## src/sri_regs.svh

```systemverilog
`ifndef SRI_REGS_SVH
`define SRI_REGS_SVH

// ----------------------------------------------------------------
// Register index on the plain register port
// ----------------------------------------------------------------
`define SRI_REG_CTRL      4'h0
`define SRI_REG_STAT      4'h1
`define SRI_REG_MASK      4'h2
`define SRI_REG_AISGEN    4'h3
`define SRI_REG_AISDET    4'h4
`define SRI_REG_STUFFE    4'h5
`define SRI_REG_PROTMAP   4'h6
`define SRI_REG_PMCNT     4'h7
`define SRI_REG_LIVE      4'h8

// ----------------------------------------------------------------
// Control fields
// ----------------------------------------------------------------
`define SRI_CTRL_PCLK     0
`define SRI_CTRL_PDATA    1
`define SRI_CTRL_XBIT     2
`define SRI_CTRL_W        3

// ----------------------------------------------------------------
// Status and mask fields
// ----------------------------------------------------------------
`define SRI_ST_CLK        0
`define SRI_ST_SYNC       2
`define SRI_ST_PAR        4
`define SRI_ST_STUFF      6
`define SRI_ST_AIS        7
`define SRI_ST_XBIT       8
`define SRI_ST_W          9

// ----------------------------------------------------------------
// Reset values
// ----------------------------------------------------------------
`define SRI_CTRL_RST      3'h0
`define SRI_MASK_RST      9'h000
`define SRI_TRIB_RST      28'h000_0000

// ----------------------------------------------------------------
// Framing and timing
// ----------------------------------------------------------------
`define SRI_TRIBS         28
`define SRI_HALF          14
`define SRI_BLK_BITS      16
`define SRI_XBIT_POS      14
`define SRI_LAST_BIT      4'hF
`define SRI_LAST_BLK      4'hD
`define SRI_FRAME_BITS    9'h0E0
`define SRI_LINK_KBPS     27648
`define SRI_SYNC_HZ       123429
`define SRI_SYS_MHZ       50
`define SRI_CLK_LOSS_NS   1000
`define SRI_CLK_LOSS_CYC  ((`SRI_CLK_LOSS_NS * `SRI_SYS_MHZ + 999) / 1000)

`endif

```

## src/sri_pkg.sv

```systemverilog
package sri_pkg;
`include "sri_regs.svh"

   typedef logic [`SRI_TRIBS-1:0]    sri_trib_type;
   typedef logic [`SRI_HALF-1:0]     sri_half_type;
   typedef logic [`SRI_BLK_BITS-1:0] sri_blk_type;

   // ----------------------------------------------------------------
   // Block checker state
   // ----------------------------------------------------------------
   typedef struct packed {
      logic [`SRI_BLK_BITS-2:0] sh;
      sri_blk_type              word;
      logic                     vld;
      logic                     perr;
   } sri_chk_type;

   // ----------------------------------------------------------------
   // Core state
   // ----------------------------------------------------------------
   typedef struct packed {
      logic [`SRI_CTRL_W-1:0] ctrl;
      logic [`SRI_ST_W-1:0]   stat;
      logic [`SRI_ST_W-1:0]   mask;
      sri_trib_type           aisgen;
      sri_trib_type           aisdet;
      sri_trib_type           stuffe;
      sri_trib_type           protmap;
      logic [15:0]            pmcnt;
      logic [31:0]            rdata;
      logic                   irq;
      logic [1:0]             clk_prev;
      logic [1:0][7:0]        wd;
      logic [1:0]             clk_lost;
      logic [1:0]             sync_prev;
      logic [1:0][8:0]        scnt;
      logic [1:0]             sync_lost;
      logic [3:0]             bit_idx;
      logic [3:0]             blk_idx;
      sri_blk_type            tx_sh_lo;
      sri_blk_type            tx_sh_up;
      logic                   tx_lo;
      logic                   tx_up;
      sri_trib_type           tx_par;
      sri_trib_type           rx_par;
      sri_trib_type           zero_seen;
      sri_half_type           trib_a;
      sri_half_type           trib_b;
   } sri_state_type;

endpackage

```

## src/sri_sync2.sv

```systemverilog
`timescale 1ns/100ps

module sri_sync2 #(
   parameter int W = 1
) (
   input  wire logic         clk_sys,  // System clock
   input  wire logic         rst_n,    // Synchronous reset
   input  wire logic         ce,       // Clock enable
   input  wire logic [W-1:0] din,      // Asynchronous inputs
   output wire logic [W-1:0] dout      // Synchronised inputs
);

   typedef struct packed {
      logic [W-1:0] s1;
      logic [W-1:0] s2;
   } sri_sync_type;

   sri_sync_type s;
   sri_sync_type n;

   // First stage feeds only the second stage
   always_comb begin
      n    = s;
      n.s1 = din;
      n.s2 = s.s1;
   end

   always_ff @(posedge clk_sys) begin
      if (!rst_n) begin
         s <= '0;
      end else if (ce) begin
         s <= n;
      end
   end

   assign dout = s.s2;

endmodule

```

## src/sri_blk_chk.sv

```systemverilog
`timescale 1ns/100ps

module sri_blk_chk
   import sri_pkg::*;
(
   input  wire logic        clk_sys,  // System clock
   input  wire logic        rst_n,    // Synchronous reset
   input  wire logic        ce,       // Clock enable
   input  wire logic        tick,     // Link bit strobe
   input  wire logic [3:0]  pos,      // Bit position in block
   input  wire logic        bit_in,   // Serial data bit
   output wire sri_blk_type word,     // Last complete block
   output wire logic        vld,      // Block done, one cycle
   output wire logic        perr      // Block parity wrong
);

   sri_chk_type s;
   sri_chk_type n;

   // ----------------------------------------------------------------
   // Deserialise and check even parity over the whole block
   // ----------------------------------------------------------------
   always_comb begin
      n      = s;
      n.vld  = 1'b0;
      n.perr = 1'b0;
      if (tick) begin
         if (pos == `SRI_LAST_BIT) begin
            n.word = {bit_in, s.sh};
            n.vld  = 1'b1;
            n.perr = ^{bit_in, s.sh};
         end else begin
            n.sh[pos] = bit_in;
         end
      end
   end

   always_ff @(posedge clk_sys) begin
      if (!rst_n) begin
         s <= '0;
      end else if (ce) begin
         s <= n;
      end
   end

   assign word = s.word;
   assign vld  = s.vld;
   assign perr = s.perr;

endmodule

```

## src/sri_core.sv

```systemverilog
`timescale 1ns/100ps
`include "sri_regs.svh"

module sri_core
   import sri_pkg::*;
(
   input  wire logic               clk_sys,    // System clock, 50 MHz
   input  wire logic               rst_n,      // Synchronous reset
   input  wire logic               ce,         // Clock enable
   input  wire logic [3:0]         reg_addr,   // Register index
   input  wire logic [31:0]        reg_wdata,  // Write data
   input  wire logic               reg_wr,     // Write strobe
   input  wire logic               reg_rd,     // Read strobe
   output wire logic [31:0]        reg_rdata,  // Read data, next cycle
   output wire logic               irq,        // Interrupt level
   input  wire logic               lclk_svc,   // Service link clock
   input  wire logic               lclk_prt,   // Protection link clock
   input  wire logic               lsync_svc,  // Service frame sync
   input  wire logic               lsync_prt,  // Protection frame sync
   input  wire logic               rx_svc_lo,  // Service lower data in
   input  wire logic               rx_svc_up,  // Service upper data in
   input  wire logic               rx_prt_lo,  // Protection lower data in
   input  wire logic               rx_prt_up,  // Protection upper data in
   output wire logic               tx_svc_lo,  // Service lower data out
   output wire logic               tx_svc_up,  // Service upper data out
   output wire logic               tx_prt_lo,  // Protection lower out
   output wire logic               tx_prt_up,  // Protection upper out
   input  wire sri_half_type       trib_a_rx,  // Card A tributaries in
   input  wire sri_half_type       trib_b_rx,  // Card B tributaries in
   output wire sri_half_type       trib_a_tx,  // Card A tributaries out
   output wire sri_half_type       trib_b_tx   // Card B tributaries out
);

   localparam logic [7:0] CLK_LOSS_CYC = 8'(`SRI_CLK_LOSS_CYC);
   localparam int         PIN_W        = 8 + `SRI_TRIBS;

   // ----------------------------------------------------------------
   // Helpers
   // ----------------------------------------------------------------
   function automatic sri_blk_type mk_blk(input sri_half_type d,
                                          input logic xb);
      mk_blk = {^{xb, d}, xb, d};
   endfunction

   function automatic logic [15:0] popcnt(input sri_trib_type v);
      logic [15:0] c;
      c = 16'h0000;
      for (int i = 0; i < `SRI_TRIBS; i++) begin
         c = c + 16'(v[i]);
      end
      popcnt = c;
   endfunction

   // ----------------------------------------------------------------
   // Pin synchronisers
   // ----------------------------------------------------------------
   logic [PIN_W-1:0] pin_s;
   logic [1:0]       clk_s;
   logic [1:0]       sync_s;
   logic [3:0]       rx_s;
   sri_trib_type     trib_s;

   sri_sync2 #(.W(PIN_W)) u_sync (
      .clk_sys (clk_sys),
      .rst_n   (rst_n),
      .ce      (ce),
      .din     ({trib_b_rx, trib_a_rx, rx_prt_up, rx_prt_lo,
                 rx_svc_up, rx_svc_lo, lsync_prt, lsync_svc,
                 lclk_prt, lclk_svc}),
      .dout    (pin_s)
   );

   assign clk_s  = pin_s[1:0];
   assign sync_s = pin_s[3:2];
   assign rx_s   = pin_s[7:4];
   assign trib_s = pin_s[PIN_W-1:8];

   // ----------------------------------------------------------------
   // Framing strobes
   // ----------------------------------------------------------------
   sri_state_type s;
   sri_state_type n;
   logic [1:0]    edge_v;
   logic          sel_clk;
   logic          tick;
   logic          fstart;
   logic [3:0]    cur_bit;
   logic [3:0]    cur_blk;

   assign edge_v  = clk_s & ~s.clk_prev;
   assign sel_clk = s.ctrl[`SRI_CTRL_PCLK];
   assign tick    = edge_v[sel_clk];
   assign fstart  = tick & sync_s[sel_clk] & ~s.sync_prev[sel_clk];
   assign cur_bit = fstart ? 4'h0 : s.bit_idx;
   assign cur_blk = fstart ? 4'h0 : s.blk_idx;

   // ----------------------------------------------------------------
   // Incoming block checkers: 0 svc lo, 1 svc up, 2 prt lo, 3 prt up
   // ----------------------------------------------------------------
   sri_blk_type [3:0] chk_word;
   logic [3:0]        chk_vld;
   logic [3:0]        chk_perr;

   for (genvar g = 0; g < 4; g++) begin : g_chk
      sri_blk_chk u_chk (
         .clk_sys (clk_sys),
         .rst_n   (rst_n),
         .ce      (ce),
         .tick    (tick),
         .pos     (cur_bit),
         .bit_in  (rx_s[g]),
         .word    (chk_word[g]),
         .vld     (chk_vld[g]),
         .perr    (chk_perr[g])
      );
   end

   // ----------------------------------------------------------------
   // Next state
   // ----------------------------------------------------------------
   logic [`SRI_ST_W-1:0] ev;
   logic [`SRI_ST_W-1:0] st_clr;
   sri_trib_type         sf_clr;
   sri_trib_type         sf_set;
   sri_trib_type         zs;
   sri_trib_type         dat;
   sri_trib_type         rxd;
   sri_trib_type         mis;
   sri_blk_type          wl;
   sri_blk_type          wu;
   logic                 pm_clr;
   logic [15:0]          pm_add;
   logic                 pd;
   logic                 xb;

   always_comb begin
      n       = s;
      ev      = '0;
      st_clr  = '0;
      sf_clr  = '0;
      sf_set  = '0;
      zs      = '0;
      dat     = '0;
      rxd     = '0;
      mis     = '0;
      wl      = '0;
      wu      = '0;
      pm_clr  = 1'b0;
      pm_add  = 16'h0000;
      pd      = s.ctrl[`SRI_CTRL_PDATA];
      xb      = s.ctrl[`SRI_CTRL_XBIT];
      n.rdata = 32'h0000_0000;

      // Clock and sync supervision on both copies
      for (int i = 0; i < 2; i++) begin
         if (edge_v[i]) begin
            n.wd[i]        = 8'h00;
            n.sync_prev[i] = sync_s[i];
            if (sync_s[i] && !s.sync_prev[i])
               n.scnt[i] = 9'h000;
            else if (s.scnt[i] != 9'h1FF)
               n.scnt[i] = s.scnt[i] + 9'h001;
         end else if (s.wd[i] != 8'hFF) begin
            n.wd[i] = s.wd[i] + 8'h01;
         end
         n.clk_lost[i]          = n.wd[i] >= CLK_LOSS_CYC;
         n.sync_lost[i]         = n.scnt[i] >= `SRI_FRAME_BITS;
         ev[`SRI_ST_CLK + i]  = n.clk_lost[i] & ~s.clk_lost[i];
         ev[`SRI_ST_SYNC + i] = n.sync_lost[i] & ~s.sync_lost[i];
      end
      n.clk_prev = clk_s;

      // Transmit toward the switch
      if (tick) begin
         n.bit_idx = cur_bit + 4'h1;
         if (cur_bit == `SRI_LAST_BIT)
            n.blk_idx = (cur_blk == `SRI_LAST_BLK) ? 4'h0 : cur_blk + 4'h1;
         else
            n.blk_idx = cur_blk;
         if (cur_bit == 4'h0) begin
            zs = s.zero_seen | ~trib_s;
            if (cur_blk == `SRI_LAST_BLK) begin
               dat         = s.tx_par;
               n.tx_par    = '0;
               n.aisdet    = ~zs;
               ev[`SRI_ST_AIS] = |(~zs & ~s.aisdet);
               n.zero_seen = '0;
            end else begin
               dat         = trib_s | s.aisgen;
               n.tx_par    = s.tx_par ^ dat;
               n.zero_seen = zs;
            end
            n.tx_sh_lo = mk_blk(dat[`SRI_HALF-1:0], xb);
            n.tx_sh_up = mk_blk(dat[`SRI_TRIBS-1:`SRI_HALF], xb);
            n.tx_lo    = n.tx_sh_lo[0];
            n.tx_up    = n.tx_sh_up[0];
         end else begin
            n.tx_lo = s.tx_sh_lo[cur_bit];
            n.tx_up = s.tx_sh_up[cur_bit];
         end
      end

      // Receive from the switch
      if (chk_vld[0]) begin
         ev[`SRI_ST_PAR]     = chk_perr[0] | chk_perr[1];
         ev[`SRI_ST_PAR + 1] = chk_perr[2] | chk_perr[3];
         wl  = chk_word[{pd, 1'b0}];
         wu  = chk_word[{pd, 1'b1}];
         rxd = {wu[`SRI_HALF-1:0], wl[`SRI_HALF-1:0]};
         ev[`SRI_ST_XBIT] = (wl[`SRI_XBIT_POS] != xb) |
                            (wu[`SRI_XBIT_POS] != xb);
         // Block just finished was the stuff block
         if (s.blk_idx == 4'h0) begin
            mis    = rxd ^ s.rx_par;
            sf_set = mis;
            ev[`SRI_ST_STUFF] = |mis;
            pm_add = popcnt(mis & ~s.protmap);
            n.rx_par = '0;
         end else begin
            n.trib_a = wl[`SRI_HALF-1:0];
            n.trib_b = wu[`SRI_HALF-1:0];
            n.rx_par = s.rx_par ^ rxd;
         end
      end

      // Register writes
      if (reg_wr) begin
         case (reg_addr)
            `SRI_REG_CTRL:    n.ctrl    = reg_wdata[`SRI_CTRL_W-1:0];
            `SRI_REG_MASK:    n.mask    = reg_wdata[`SRI_ST_W-1:0];
            `SRI_REG_AISGEN:  n.aisgen  = reg_wdata[`SRI_TRIBS-1:0];
            `SRI_REG_PROTMAP: n.protmap = reg_wdata[`SRI_TRIBS-1:0];
            `SRI_REG_STAT:    st_clr    = reg_wdata[`SRI_ST_W-1:0];
            `SRI_REG_STUFFE:  sf_clr    = reg_wdata[`SRI_TRIBS-1:0];
            `SRI_REG_PMCNT:   pm_clr    = 1'b1;
            default: ;
         endcase
      end

      // Sticky bits: a new event beats a clear in the same cycle
      n.stat   = (s.stat & ~st_clr) | ev;
      n.stuffe = (s.stuffe & ~sf_clr) | sf_set;
      n.pmcnt  = (pm_clr ? 16'h0000 : s.pmcnt) + pm_add;
      n.irq    = |(n.stat & n.mask);

      // Register reads
      if (reg_rd) begin
         case (reg_addr)
            `SRI_REG_CTRL:    n.rdata = 32'(s.ctrl);
            `SRI_REG_STAT:    n.rdata = 32'(s.stat);
            `SRI_REG_MASK:    n.rdata = 32'(s.mask);
            `SRI_REG_AISGEN:  n.rdata = 32'(s.aisgen);
            `SRI_REG_AISDET:  n.rdata = 32'(s.aisdet);
            `SRI_REG_STUFFE:  n.rdata = 32'(s.stuffe);
            `SRI_REG_PROTMAP: n.rdata = 32'(s.protmap);
            `SRI_REG_PMCNT:   n.rdata = 32'(s.pmcnt);
            `SRI_REG_LIVE:    n.rdata = 32'({s.sync_lost, s.clk_lost});
            default: ;
         endcase
      end
   end

   always_ff @(posedge clk_sys) begin
      if (!rst_n) begin
         s <= '0;
      end else if (ce) begin
         s <= n;
      end
   end

   // ----------------------------------------------------------------
   // Outputs
   // ----------------------------------------------------------------
   assign reg_rdata = s.rdata;
   assign irq       = s.irq;
   assign tx_svc_lo = s.tx_lo;
   assign tx_prt_lo = s.tx_lo;
   assign tx_svc_up = s.tx_up;
   assign tx_prt_up = s.tx_up;
   assign trib_a_tx = s.trib_a;
   assign trib_b_tx = s.trib_b;

endmodule

```

## config.mk

```make
export PLATFORM = sky130hd
export DESIGN_NAME = sri_core
export DESIGN_NICKNAME = d
export VERILOG_FILES = /design/src/sri_pkg.sv /design/src/sri_sync2.sv /design/src/sri_blk_chk.sv /design/src/sri_core.sv
export VERILOG_INCLUDE_DIRS = /design/src
export SDC_FILE = /design/constraint.sdc
export NUM_CORES = 1
export LEC_CHECK = 0
export BUFFER_PORTS_ARGS = -buffer_cell sky130_fd_sc_hd__buf_4
export CELL_PAD_IN_SITES_DETAIL_PLACEMENT = 1
export CELL_PAD_IN_SITES_GLOBAL_PLACEMENT = 1
export CORE_ASPECT_RATIO = 0.6
export CORE_UTILIZATION = 40
export CTS_CLUSTER_SIZE = 30
export DETAILED_ROUTE_END_ITERATION = 12
export PLACE_DENSITY_LB_ADDON = 0.1
export SKIP_LAST_GASP = 1
export SYNTH_ARGS = -nofsm -noshare
export SYNTH_HDL_FRONTEND = slang
export SYNTH_SLANG_ARGS = --single-unit
```

## constraint.sdc

```tcl
create_clock -name clk_sys -period 9.4 [get_ports clk_sys]
set_input_delay 1.41 -clock clk_sys [delete_from_list [all_inputs] [get_ports clk_sys]]
set_output_delay 1.41 -clock clk_sys [all_outputs]
set_load 0.1 [all_outputs]
```

Word level (Yosys, flattened, before mapping)

Index checks and enable logic that the tools add are counted.

Add/sub/neg operators: 34
$lt $le $gt $ge: 9
Equality and inequality tests: 16
Multiplexer cells: 71
Bitwise operators: 35
Reductions and logical operators: 29

Operators with widths:

| kind                                                                  | number |
|---|---|
| 28-bit two-way mux                                                    | 12 |
| 28-bit case mux with 9 select lines                                   | 1 |
| 16-bit by 1-bit adder with 16-bit output                              | 12 |
| 28-bit inverter                                                       | 5 |
| 28-bit bitwise AND                                                    | 3 |
| 28-bit bitwise OR                                                     | 3 |
| 9-bit two-way mux                                                     | 9 |
| 16-bit parity                                                         | 4 |
| 15-bit bitwise mux                                                    | 4 |
| 15-bit two-way mux                                                    | 4 |
| 28-bit OR reduction                                                   | 2 |
| 28-bit bitwise XOR                                                    | 2 |
| 16-bit two-way mux                                                    | 3 |
| 37-bit two-way mux                                                    | 1 |
| 8-bit two-way mux                                                     | 4 |
| 15-bit parity                                                         | 2 |
| 1-bit two-way mux                                                     | 22 |
| 3-bit AND reduction                                                   | 7 |
| 9-bit by 1-bit adder with 9-bit output, second input constant         | 2 |
| 9-bit bitwise AND                                                     | 2 |
| 9-bit by 8-bit >= comparator with 1-bit output, second input constant | 2 |
| 9-bit != test, second input constant                                  | 2 |
| 15-bit by 1-bit adder with 16-bit output                              | 1 |
| 16-bit adder                                                          | 1 |
| 45 further kinds                                                      | 84 |

Register bits after elaboration: 575
Input port bits: 77
Output and inout port bits: 65
Word-level logic and storage cells: 239

Logic depth before layout (Yosys ltp)

Gate-level depths: netlist of the first run.

Word-level depth: 34
Mapped depth: 28
Gate-level depth less buffers: 26

Hierarchy

From an unflattened synthesis of the first run, not the netlist that was laid out.

Cell total of the unflattened synthesis: 3398
Area, all modules: 28628.7 um^2

By module, submodules not included:

| module      | instances | cells each | area each (um^2) | seq. area each (um^2) |
|---|---|---|---|---|
| sri_core    | 1         | 2402       | 19222.2          | 7467.2 |
| sri_blk_chk | 4         | 191        | 1661.6           | 660.6 |
| sri_sync2   | 1         | 232        | 2760.1           | 1441.4 |

Worst setup path after synthesis of the first run

OpenSTA, ideal clock, no wires.

Kind: register to register
Start: reg s (netlist bit pd)
End: reg s[239] in the netlist's numbering
Library setup time: 0.128 ns
Arrival time: 6.894 ns
Data required time: 9.272 ns
Setup slack: 2.379 ns
Stages on the path, launching flop included: 27
Path buffers: 2
Clock period less this slack: 7.021 ns
Cell sequence: dfxtp_1 > buf_2 > buf_6 > mux2i_1 > xnor2_1 > nor2b_1 > fa_1 > inv_1 > fa_1 > fa_1 > fa_1 > fa_1 > fa_1 > inv_1 > ha_1 > fa_1 > a21o_1 > a21oi_1 > xor2_1 > nor2_1 > ha_1 > a21boi_0 > o21ai_0 > a211oi_1 > nand4_1 > xnor2_1 > nor2_1

Cells in the longest elaborated chain, start to end: 34
Elaborated cells on any way between the ends: 36
Those cells by class: add/sub (28); mux (6); bitwise (2)

RTL lines:

| element                                                 | line            | text |
|---|---|---|
| start: declaration                                      | sri_core.sv:81  | `sri_state_type s;` |
| start signal: assignment                                | sri_core.sv:267 | `s <= n;` |
| 15-bit two-way mux (not written as such) (2 in series)  | sri_core.sv:207 | `wl = chk_word[{pd, 1'b0}];` |
| 28-bit bitwise XOR *                                    | sri_core.sv:214 | `mis = rxd ^ s.rx_par;` |
| 28-bit bitwise AND *                                    | sri_core.sv:217 | `pm_add = popcnt(mis & ~s.protmap);` |
| 1-bit by 1-bit adder with 2-bit output                  | sri_core.sv:49  | `c = c + 16'(v[i]);` |
| 2-bit by 1-bit adder with 3-bit output                  | sri_core.sv:49  |  |
| 3-bit by 1-bit adder with 4-bit output                  | sri_core.sv:49  |  |
| 4-bit by 1-bit adder with 5-bit output                  | sri_core.sv:49  |  |
| 5-bit by 1-bit adder with 6-bit output                  | sri_core.sv:49  |  |
| [7 not listed]                                          | --              |  |
| 13-bit by 1-bit adder with 14-bit output                | sri_core.sv:49  |  |
| 14-bit by 1-bit adder with 15-bit output                | sri_core.sv:49  |  |
| 15-bit by 1-bit adder with 16-bit output                | sri_core.sv:49  |  |
| 16-bit by 1-bit adder with 16-bit output (11 in series) | sri_core.sv:49  |  |
| 16-bit by 1-bit adder with 16-bit output *              | sri_core.sv:49  |  |
| 16-bit two-way mux *                                    | sri_core.sv:213 | `if (s.blk_idx == 4'h0) begin` |
| 16-bit two-way mux *                                    | sri_core.sv:204 | `if (chk_vld[0]) begin` |
| 16-bit adder *                                          | sri_core.sv:243 | `n.pmcnt = (pm_clr ? 16'h0000 : s.pmcnt) + pm_add;` |

Mark *: on every way between the ends. The rest lies on a longest branch, timed or not. The select of a mux whose other input is x is not followed.
A chain may end at the register's enable or synchronous reset.

Worst setup path in the final report of the first run

Same ends and word-level chain as after synthesis.

==> impl_metrics.json, run 1 <==
{
  "path_clk_slew_ns": 0.07,
  "holdPathStages": 2,
  "synth_edf_count": 0,
  "synthAdderAreaFrac": 0.0261,
  "globalRoute.totalOverflow": 0,
  "crit_path_start_kind": "flop",
  "synth_compound_area_frac": 0.154,
  "ys_async_sr_fraction": 0,
  "synth_top_family_by_area": "simple AND/OR/NAND/NOR gates",
  "yosys.area_share.simple": 0.213,
  "grt_use_total": 0.278,
  "timing.final.hold_violations": 0,
  "hpwlAfterDp_mm": 68.8,
  "clock_sinks": 570,
  "antenna_found_initial": 2,
  "endpoint_kind": "flop",
  "finish.utilization": 0.457,
  "slew_headroom": 0.225,
  "setup_viol": 0,
  "dieArea_um2": 67700,
  "synth-seq-area-share": 0.428,
  "vias": 23500,
  "rsz0062_at_grt": "false",
  "n_fill_cell": 7644,
  "r2r_end": "s[239]",
  "synthCells": 3214,
  "rr_worst_depth": 23,
  "worstPathArrival_ns": 8.91,
  "vias_per_cell": 5.73,
  "period_share": 0.897,
  "hold_buffers": 0,
  "r2r_setup_slack_ns": 0.97,
  "crit_type": "reg2reg",
  "layout-drive-gt1-share": 0.102,
  "fmax_mhz": 119,
  "tns_ns": 0,
  "cts_tree": "done",
  "post_drt_wl_per_cell_um": 23.4,
  "cts_resized": 0,
  "synth.distinct_cells": 89,
  "grt_pass1_wl_mm": 145,
  "path_max_fanout": 27,
  "cts_buffers": 57,
  "grt_start_max_net_pins": 186,
  "post-route-min-period_ns": 8.43,
  "slew_viol_final": 0,
  "io_pins": 142,
  "powerDensity_nw_per_um2": 174,
  "hold_class": "reg2reg",
  "dieHeight_um": 202,
  "status": "complete, no violations",
  "portBuffers": 133,
  "drt_iter0_drc": 2143,
  "initial_utilization": 0.409,
  "firstDrtPassIters": 7,
  "yosysWarnings": 0,
  "worstHoldEndpoint": "g_chk[0].u_chk.word[12]",
  "synth-xor-area-share": 0.0568,
  "ant_nets": 0,
  "ys_seq_elements": 570,
  "synth_mux_area_frac": 0.0648,
  "grt_pass1_vias": 23200,
  "p_leak_nw": 10.8,
  "drv_cap": 0,
  "required_ns": 9.88,
  "core_um2": 65100,
  "final_cell_mix": "dfxtp_1 (569), nand2_1 (491), nor2_1 (472)",
  "syn2layout_area_growth_pct": 11.7,
  "r2r_start": "pd",
  "final_common_cell": "dfxtp_1",
  "tightest_slew_ns": 1.15,
  "clock_latency_ns": 0.64,
  "hold_start": "g_chk[0].u_chk.word[12]",
  "drc": 0,
  "synthesis.area_um2": 26700,
  "syn_area_per_cell_um2": 8.30,
  "cts_root_buf": "clkbuf_16",
  "post-cts-setup-buffer-count": 0,
  "wirelength_mm": 96.3,
  "die_w_um": 335,
  "peakVddDrop_uv": 125,
  "rows": 72,
  "gp_congestion": 0.902,
  "finClkSkew_ns": 0.0202,
  "cts-htree-levels": 2,
  "nets": 3296,
  "cts_buffer_depth": 3,
  "synth_ff_type": "dfxtp_1"
}
[cell usage after synthesis, types with 25 or more instances]
master | count | share of area
buf_2 | 53 | 0.0099
a22oi_1 | 117 | 0.033
xnor2_1 | 155 | 0.051
o21ai_0 | 42 | 0.0079
a21oi_1 | 330 | 0.062
nand3b_1 | 32 | 0.0090
o211ai_1 | 25 | 0.0070
mux2i_1 | 153 | 0.057
clkbuf_1 | 150 | 0.021
dfxtp_1 | 570 | 0.43
nor3b_1 | 30 | 0.0084
buf_4 | 65 | 0.018
nor2_1 | 474 | 0.067
a211oi_1 | 44 | 0.012
nand3_1 | 81 | 0.015
nand2_1 | 492 | 0.069
inv_1 | 36 | 0.0051
[cell type report]
cell class	count	area (um^2)	area share
Antenna cell	1	2.50	0.0000840
Clock buffer	79	1670	0.0560
Clock inverter	23	289	0.00970
Inverter	38	150	0.00504
Multi-Input combinational cell	2330	13800	0.463
Sequential cell	570	11400	0.383
Tap cell	888	1110	0.0373
Timing Repair Buffer	179	1360	0.0456
[state kept, by name, summed over array words and instances, names as in the netlist, 4 cells and up]
signal            count
g_chk.u_chk.perr      4
g_chk.u_chk.s        60
g_chk.u_chk.word     60
reg_rdata            28
s                   313
trib_a_tx            14
trib_b_tx            14
u_sync.dout          36
u_sync.n             36
[cell families (layout without fill, tap and decap cells)]
group	Yosys count	after routing
adders and majority gates	43	43
xor gates and xnor gates	173	173
AOI/OAI and AO/OA	661	661
and+or+nand+nor	1282	1282
other	1	5
buffers and inverters	317	319
muxes	167	167
DFF	570	570
[worst max-delay path, stage by stage (launching register included)]
cell,delay (ns)
dfxtp_2,0.94
mux2i_1,0.26
xnor2_1,0.55
nor2b_1,0.23
fa_1,0.45
inv_1,0.09
fa_1,0.46
fa_1,0.54
fa_1,0.44
fa_1,0.53
fa_1,0.54
inv_1,0.04
ha_1,0.22
fa_1,0.50
nand2_1,0.13
fa_1,0.46
nor2b_1,0.19
o21ai_0,0.14
a21boi_0,0.25
o21ai_0,0.17
a211oi_1,0.60
nand4_1,0.20
xnor2_1,0.22
nor2_1,0.07
[power breakdown]
group / total, mW / internal [mW] / leakage [nW] / switching, mW
Combinational: 0.275 / 0.0856 / 5.25 / 0.190
Clock: 2.44 / 1.40 / 0.958 / 1.04
Sequential: 2.46 / 2.44 / 4.60 / 0.0255
[per-stage QoR]
stage / cells / hold slack [ns] / area, um^2 / worst slack (ns) / total power, mW
after floorplan: 3217 / 0.427 / 26700 / 2.38 / 2.68
after global placement: 4005 / 0.439 / 27800 / 1.31 / 2.78
after detailed placement: 4005 / 0.446 / 27800 / 1.08 / 2.79
after CTS: 4107 / 0.455 / 29800 / 1.04 / 5.23
after global routing: 4107 / 0.472 / 29800 / 0.638 / 5.35
final: 4108 / 0.453 / 29800 / 0.972 / 5.18
[per-layer routing]
metal / track usage / vias up / share of wire
met5: 0 / - / 0
met3: 0.0556 / 132 / 0.075
met4: 0.0652 / 0 / 0.020
met1: 0.423 / 11900 / 0.49
li1: - / 10800 / -
met2: 0.397 / 698 / 0.41
[how the worst max path moves through the flow]
stage | start | end | slack, ns | cells after the start
final | pd | s[239] | 0.97 | 23
after global routing | pd | s[239] | 0.64 | 23
after CTS | pd | s[239] | 1.04 | 23
after detailed placement | pd | s[239] | 1.08 | 23
after global placement | pd | s[239] | 1.31 | 24
after floorplan | pd | s[239] | 2.38 | 26
No activity file was read; power rests on OpenSTA's default activity.
==> run 2: changes to the inputs <==
--- a/config.mk
+++ b/config.mk
@@ -10,7 +10,7 @@
 export CELL_PAD_IN_SITES_DETAIL_PLACEMENT = 1
 export CELL_PAD_IN_SITES_GLOBAL_PLACEMENT = 1
 export CORE_ASPECT_RATIO = 0.6
-export CORE_UTILIZATION = 40
+export CORE_UTILIZATION = 47
 export CTS_CLUSTER_SIZE = 30
 export DETAILED_ROUTE_END_ITERATION = 12
 export PLACE_DENSITY_LB_ADDON = 0.1
==> run 2 against run 1 <==
Effect of this change: worst hold slack better by 0.0030 ns; clock skew down 0.0026 ns; critical path type unchanged; sequential share of layout area rose by 0.28 points; non-clock buffer count is 1 higher; design area shrank 0.73%; sequential power about the same; cell count down 3.1%; critical path depth grew 1; register-to-register slack improved by 0.08 ns; global-route usage increased by 4.2 points.
==> impl_metrics.json, run 2 (synthesis results as in run 1) <==
{
  "drt_iter0_drc": 2414,
  "post-route-min-period_ns": 8.35,
  "antenna_found_initial": 2,
  "syn2layout_area_growth_pct": 10.9,
  "status": "complete, no violations",
  "finish.utilization": 0.529,
  "io_pins": 142,
  "hold_start": "s[125]",
  "largest_register_ffs": 313,
  "dieHeight_um": 187,
  "cts_buffer_depth": 3,
  "n_fill_cell": 6586,
  "finClkSkew_ns": 0.0176,
  "initial_utilization": 0.477,
  "switching_power_mw": 1.23,
  "hpwlAfterDp_mm": 66.1,
  "tns_ns": 0,
  "placed_area_um2": 27700,
  "nets": 3295,
  "final_cell_mix": "dfxtp_1 (569), nand2_1 (491), nor2_1 (472)",
  "dieArea_um2": 57700,
  "powerDensity_nw_per_um2": 173,
  "endpoint_kind": "flop",
  "core_um2": 55900,
  "slew_viol_final": 0,
  "clock_sinks": 570,
  "p_comb_frac": 0.054,
  "p_leak_nw": 10.8,
  "swShare": 0.241,
  "fin_area_um2": 29600,
  "p_int_mw": 3.89,
  "layout-drive-gt1-share": 0.100,
  "timing.final.hold_violations": 0,
  "rsz0062_at_grt": "false",
  "post_drt_wl_per_cell_um": 23.6,
  "drc": 0,
  "grt_use_total": 0.320,
  "path_max_fanout": 27,
  "pwr-share-clk": 0.465,
  "clock_latency_ns": 0.62,
  "grt_pass1_wl_mm": 142,
  "portBuffers": 133,
  "period_share": 0.888,
  "grt_pass1_vias": 23900,
  "wirelength_mm": 93.9,
  "critPathLaunch": "pd",
  "cts_buffers": 55,
  "fmax_mhz": 120,
  "ant_nets": 0,
  "pwr-share-seq": 0.481,
  "gp_congestion": 0.930,
  "largest-register": "s",
  "setup_viol": 0,
  "hold_class": "reg2reg",
  "hold_buffers": 0,
  "drv_cap": 0,
  "vias": 23700,
  "cts_root_buf": "clkbuf_16",
  "required_ns": 9.86,
  "r2r_start": "pd",
  "peakVddDrop_uv": 134,
  "path_clk_slew_ns": 0.07,
  "die_w_um": 309,
  "rows": 67,
  "post-cts-setup-buffer-count": 0,
  "grt_start_max_net_pins": 213,
  "cts_tree": "done",
  "cts_resized": 0,
  "crit_path_start_kind": "flop",
  "cts-htree-levels": 2,
  "worstPathArrival_ns": 8.80,
  "globalRoute.totalOverflow": 0,
  "firstDrtPassIters": 6,
  "crit_type": "reg2reg",
  "vias_per_cell": 5.97,
  "slew_headroom": 0.155,
  "tightest_slew_ns": 1.26,
  "final_common_cell": "dfxtp_1"
}
run 2: cell count changes in the layout (fill, tap and decap cells not counted), sizes merged:
cell and change:
inv +1, bufinv +1, clkinvlp -3, buf +1
run 2: cell type report:
class | count | area [um^2] | share of cell area
diodes | 1 | 2.50 | 0.0000846
clock buffers | 79 | 1590 | 0.0537
clock inverters | 22 | 305 | 0.0103
inverters | 38 | 150 | 0.00508
multi-input cells | 2330 | 13800 | 0.467
flip-flops and latches | 570 | 11400 | 0.386
well taps | 759 | 950 | 0.0321
repair buffers | 180 | 1370 | 0.0462
run 2: worst paths after layout:
path | end | slack, ns | depth (start not counted)
hold reg to reg | s[125] | 0.46 | 2
hold / removal | s[125] | 0.46 | 2
setup reg to reg | s[239] | 1.05 | 24
setup / recovery | s[239] | 1.05 | 24
run 2: critical path, cell delays in order (launching register included):
cell	delay, ns
dfxtp_2	0.93
mux2i_1	0.25
xnor2_1	0.57
nor2b_1	0.23
fa_1	0.43
inv_1	0.09
fa_1	0.46
fa_1	0.55
fa_1	0.45
fa_1	0.52
fa_1	0.55
inv_1	0.04
ha_1	0.22
fa_1	0.41
a21o_1	0.18
a21oi_1	0.21
xor2_1	0.17
nor2_1	0.08
ha_1	0.33
a21boi_0	0.33
o21ai_0	0.18
a211oi_1	0.56
nand4_1	0.20
xnor2_1	0.19
nor2_1	0.06
run 2: stage by stage:
step                std cells  hold WS (ns)  setup slack [ns]  power (mW)
floorplan                3217         0.427              2.38        2.68
global placement         3877         0.438              1.37        2.78
detailed placement       3877         0.449              1.07        2.79
CTS                      3978         0.458              1.05        5.15
global route             3978         0.467             0.626        5.26
finish                   3979         0.456              1.05        5.12
run 2: per-layer routing:
layer	GRT usage	wire length [um]	up-vias
met5	0.000831	0	-
met4	0.0720	1920	0
met3	0.0864	9190	137
met2	0.456	38800	905
met1	0.475	44000	11900
li1	-	-	10800
run 2: power by group through the flow:
| stage | logic [mW] | registers [mW] | clock network, mW |
|---|---|---|---|
| 2_1_floorplan | 0.171 | 2.51 | 0 |
| 3_3_place_gp | 0.261 | 2.52 | 0 |
| 3_5_place_dp | 0.268 | 2.52 | 0 |
| 4_1_cts | 0.270 | 2.46 | 2.42 |
| 5_1_grt | 0.292 | 2.47 | 2.51 |
| 6_report | 0.274 | 2.46 | 2.38 |
==> run 3: changes to the inputs <==
==> constraint.sdc (replaced) <==
create_clock -name clk_sys -period 9.5 [get_ports clk_sys]
set_input_delay 1.425 -clock clk_sys [delete_from_list [all_inputs] [get_ports clk_sys]]
set_output_delay 1.425 -clock clk_sys [all_outputs]
set_load 0.1 [all_outputs]
==> run 3 against run 2 <==
Effect of this change: clock power is 6% lower; combinational power down 2%; sequential power barely moved; setup slack better by 0.12 ns; sequential share of layout area grew 0.15 points; fmax up 0.27%; count of clock-buffer cells in the layout unchanged; register-to-register slack better by 0.12 ns; highest routed layer unchanged.
==> impl_metrics.json, run 3 (synthesis results as in run 1) <==
{
  "grt_pass1_vias": 23400,
  "slew_headroom": 0.186,
  "p_leak_nw": 10.7,
  "firstDrtPassIters": 6,
  "drt_iter0_drc": 2364,
  "fmax_mhz": 120,
  "vias_per_cell": 5.98,
  "timing.final.hold_violations": 0,
  "post-route-min-period_ns": 8.32,
  "grt_pass1_wl_mm": 142,
  "setup_viol": 0,
  "antenna_found_initial": 1,
  "drv_cap": 0,
  "rsz0062_at_grt": "false",
  "finClkSkew_ns": 0.0172,
  "initial_utilization": 0.477,
  "cts_tree": "done",
  "worstPathArrival_ns": 8.79,
  "ant_nets": 0,
  "post-cts-setup-buffer-count": 0,
  "tns_ns": 0,
  "clock_latency_ns": 0.61,
  "io_pins": 142,
  "p_comb_frac": 0.054,
  "crit_type": "reg2reg",
  "dieArea_um2": 57700,
  "p_int_mw": 3.76,
  "cts_root_buf": "clkbuf_16",
  "grt_use_total": 0.319,
  "die_w_um": 309,
  "wirelength_mm": 93.7,
  "pwr-share-seq": 0.493,
  "multi_input_area_um2": 13800,
  "layout-drive-gt1-share": 0.0993,
  "drc": 0,
  "path_clk_slew_ns": 0.07,
  "largest_register_ffs": 313,
  "ff_latch_area_um2": 11400,
  "crit_path_start_kind": "flop",
  "cts_buffer_depth": 3,
  "final_cell_mix": "dfxtp_1 (569), nand2_1 (491), nor2_1 (472)",
  "fin_cells": 3973,
  "core_um2": 55900,
  "n_fill_cell": 6657,
  "slew_viol_final": 0,
  "hold_buffers": 0,
  "endpoint_kind": "flop",
  "portBuffers": 133,
  "switching_power_mw": 1.19,
  "post_drt_wl_per_cell_um": 23.6,
  "clock_sinks": 570,
  "placedCellCount": 3874,
  "cts_buffers": 54,
  "path_max_fanout": 27,
  "dieHeight_um": 187,
  "required_ns": 9.97,
  "globalRoute.totalOverflow": 0,
  "rows": 67,
  "syn2layout_area_growth_pct": 10.5,
  "total_power_mw": 4.95,
  "swShare": 0.241,
  "largest-register": "s",
  "tightest_slew_ns": 1.21,
  "powerDensity_nw_per_um2": 168,
  "cts-htree-levels": 2,
  "cts_resized": 0,
  "peakVddDrop_uv": 127,
  "gp_congestion": 0.914,
  "pwr-share-clk": 0.452,
  "hold_class": "reg2reg",
  "final_common_cell": "dfxtp_1",
  "nets": 3291,
  "vias": 23700,
  "hpwlAfterDp_mm": 66.2,
  "r2r_setup_slack_ns": 1.18,
  "grt_start_max_net_pins": 194,
  "period_share": 0.876,
  "status": "complete, no violations"
}
-- run 3: per-stage QoR --
step	utilization	setup slack, ns	area [um^2]	hold slack (ns)
6_report	0.527	1.18	29500	0.457
5_1_grt	0.527	0.784	29500	0.471
4_1_cts	0.527	1.28	29500	0.457
3_5_place_dp	0.495	1.29	27700	0.448
3_3_place_gp	0.495	1.51	27700	0.438
2_1_floorplan	-	2.48	26700	0.427
-- run 3: per-layer routing --
metal / share of wire / global-route usage / vias to the layer above
met5: 0 / 0 / -
met4: 0.020 / 0.0741 / 0
met3: 0.092 / 0.0802 / 116
met2: 0.42 / 0.455 / 804
met1: 0.47 / 0.476 / 12000
li1: - / - / 10800
-- run 3: final cells by class --
cell class | count | share of cell area
clock buffer | 79 | 0.0549
tap | 759 | 0.0322
antenna | 2 | 0.000170
clock inverter | 18 | 0.00616
multi-input combinational | 2330 | 0.468
inverter | 38 | 0.00510
sequential | 570 | 0.387
timing repair buffer | 177 | 0.0457
-- run 3: path summary, 6_finish.rpt --
check	startpoint	endpoint	depth (start not counted)
hold reg to reg	g_chk[1].u_chk.word[10]	g_chk[1].u_chk.word[10]	2
setup reg to reg	pd	s[239]	22
hold / removal	g_chk[1].u_chk.word[10]	g_chk[1].u_chk.word[10]	2
setup / recovery	pd	s[239]	22
-- run 3: critical path, stage by stage (launching register included) --
cell      delay, ns
dfxtp_2        0.88
mux2i_1        0.25
xnor2_1        0.61
nand2b_1       0.15
fa_1           0.48
fa_1           0.54
fa_1           0.55
fa_1           0.44
fa_1           0.53
fa_1           0.56
inv_1          0.05
ha_1           0.22
fa_1           0.50
nand2_1        0.10
fa_1           0.43
nor2b_1        0.16
o21ai_0        0.14
a21boi_0       0.31
o21ai_0        0.19
a211oi_1       0.62
nand4_1        0.20
xnor2_1        0.19
nor2_1         0.05
-- run 3: power groups by stage --
stage,Sequential [mW],Combinational [mW],Clock [mW]
global route,2.44,0.287,2.37
floorplan,2.48,0.170,0
finish,2.44,0.269,2.24
CTS,2.44,0.265,2.28
detailed placement,2.49,0.263,0
global placement,2.49,0.256,0
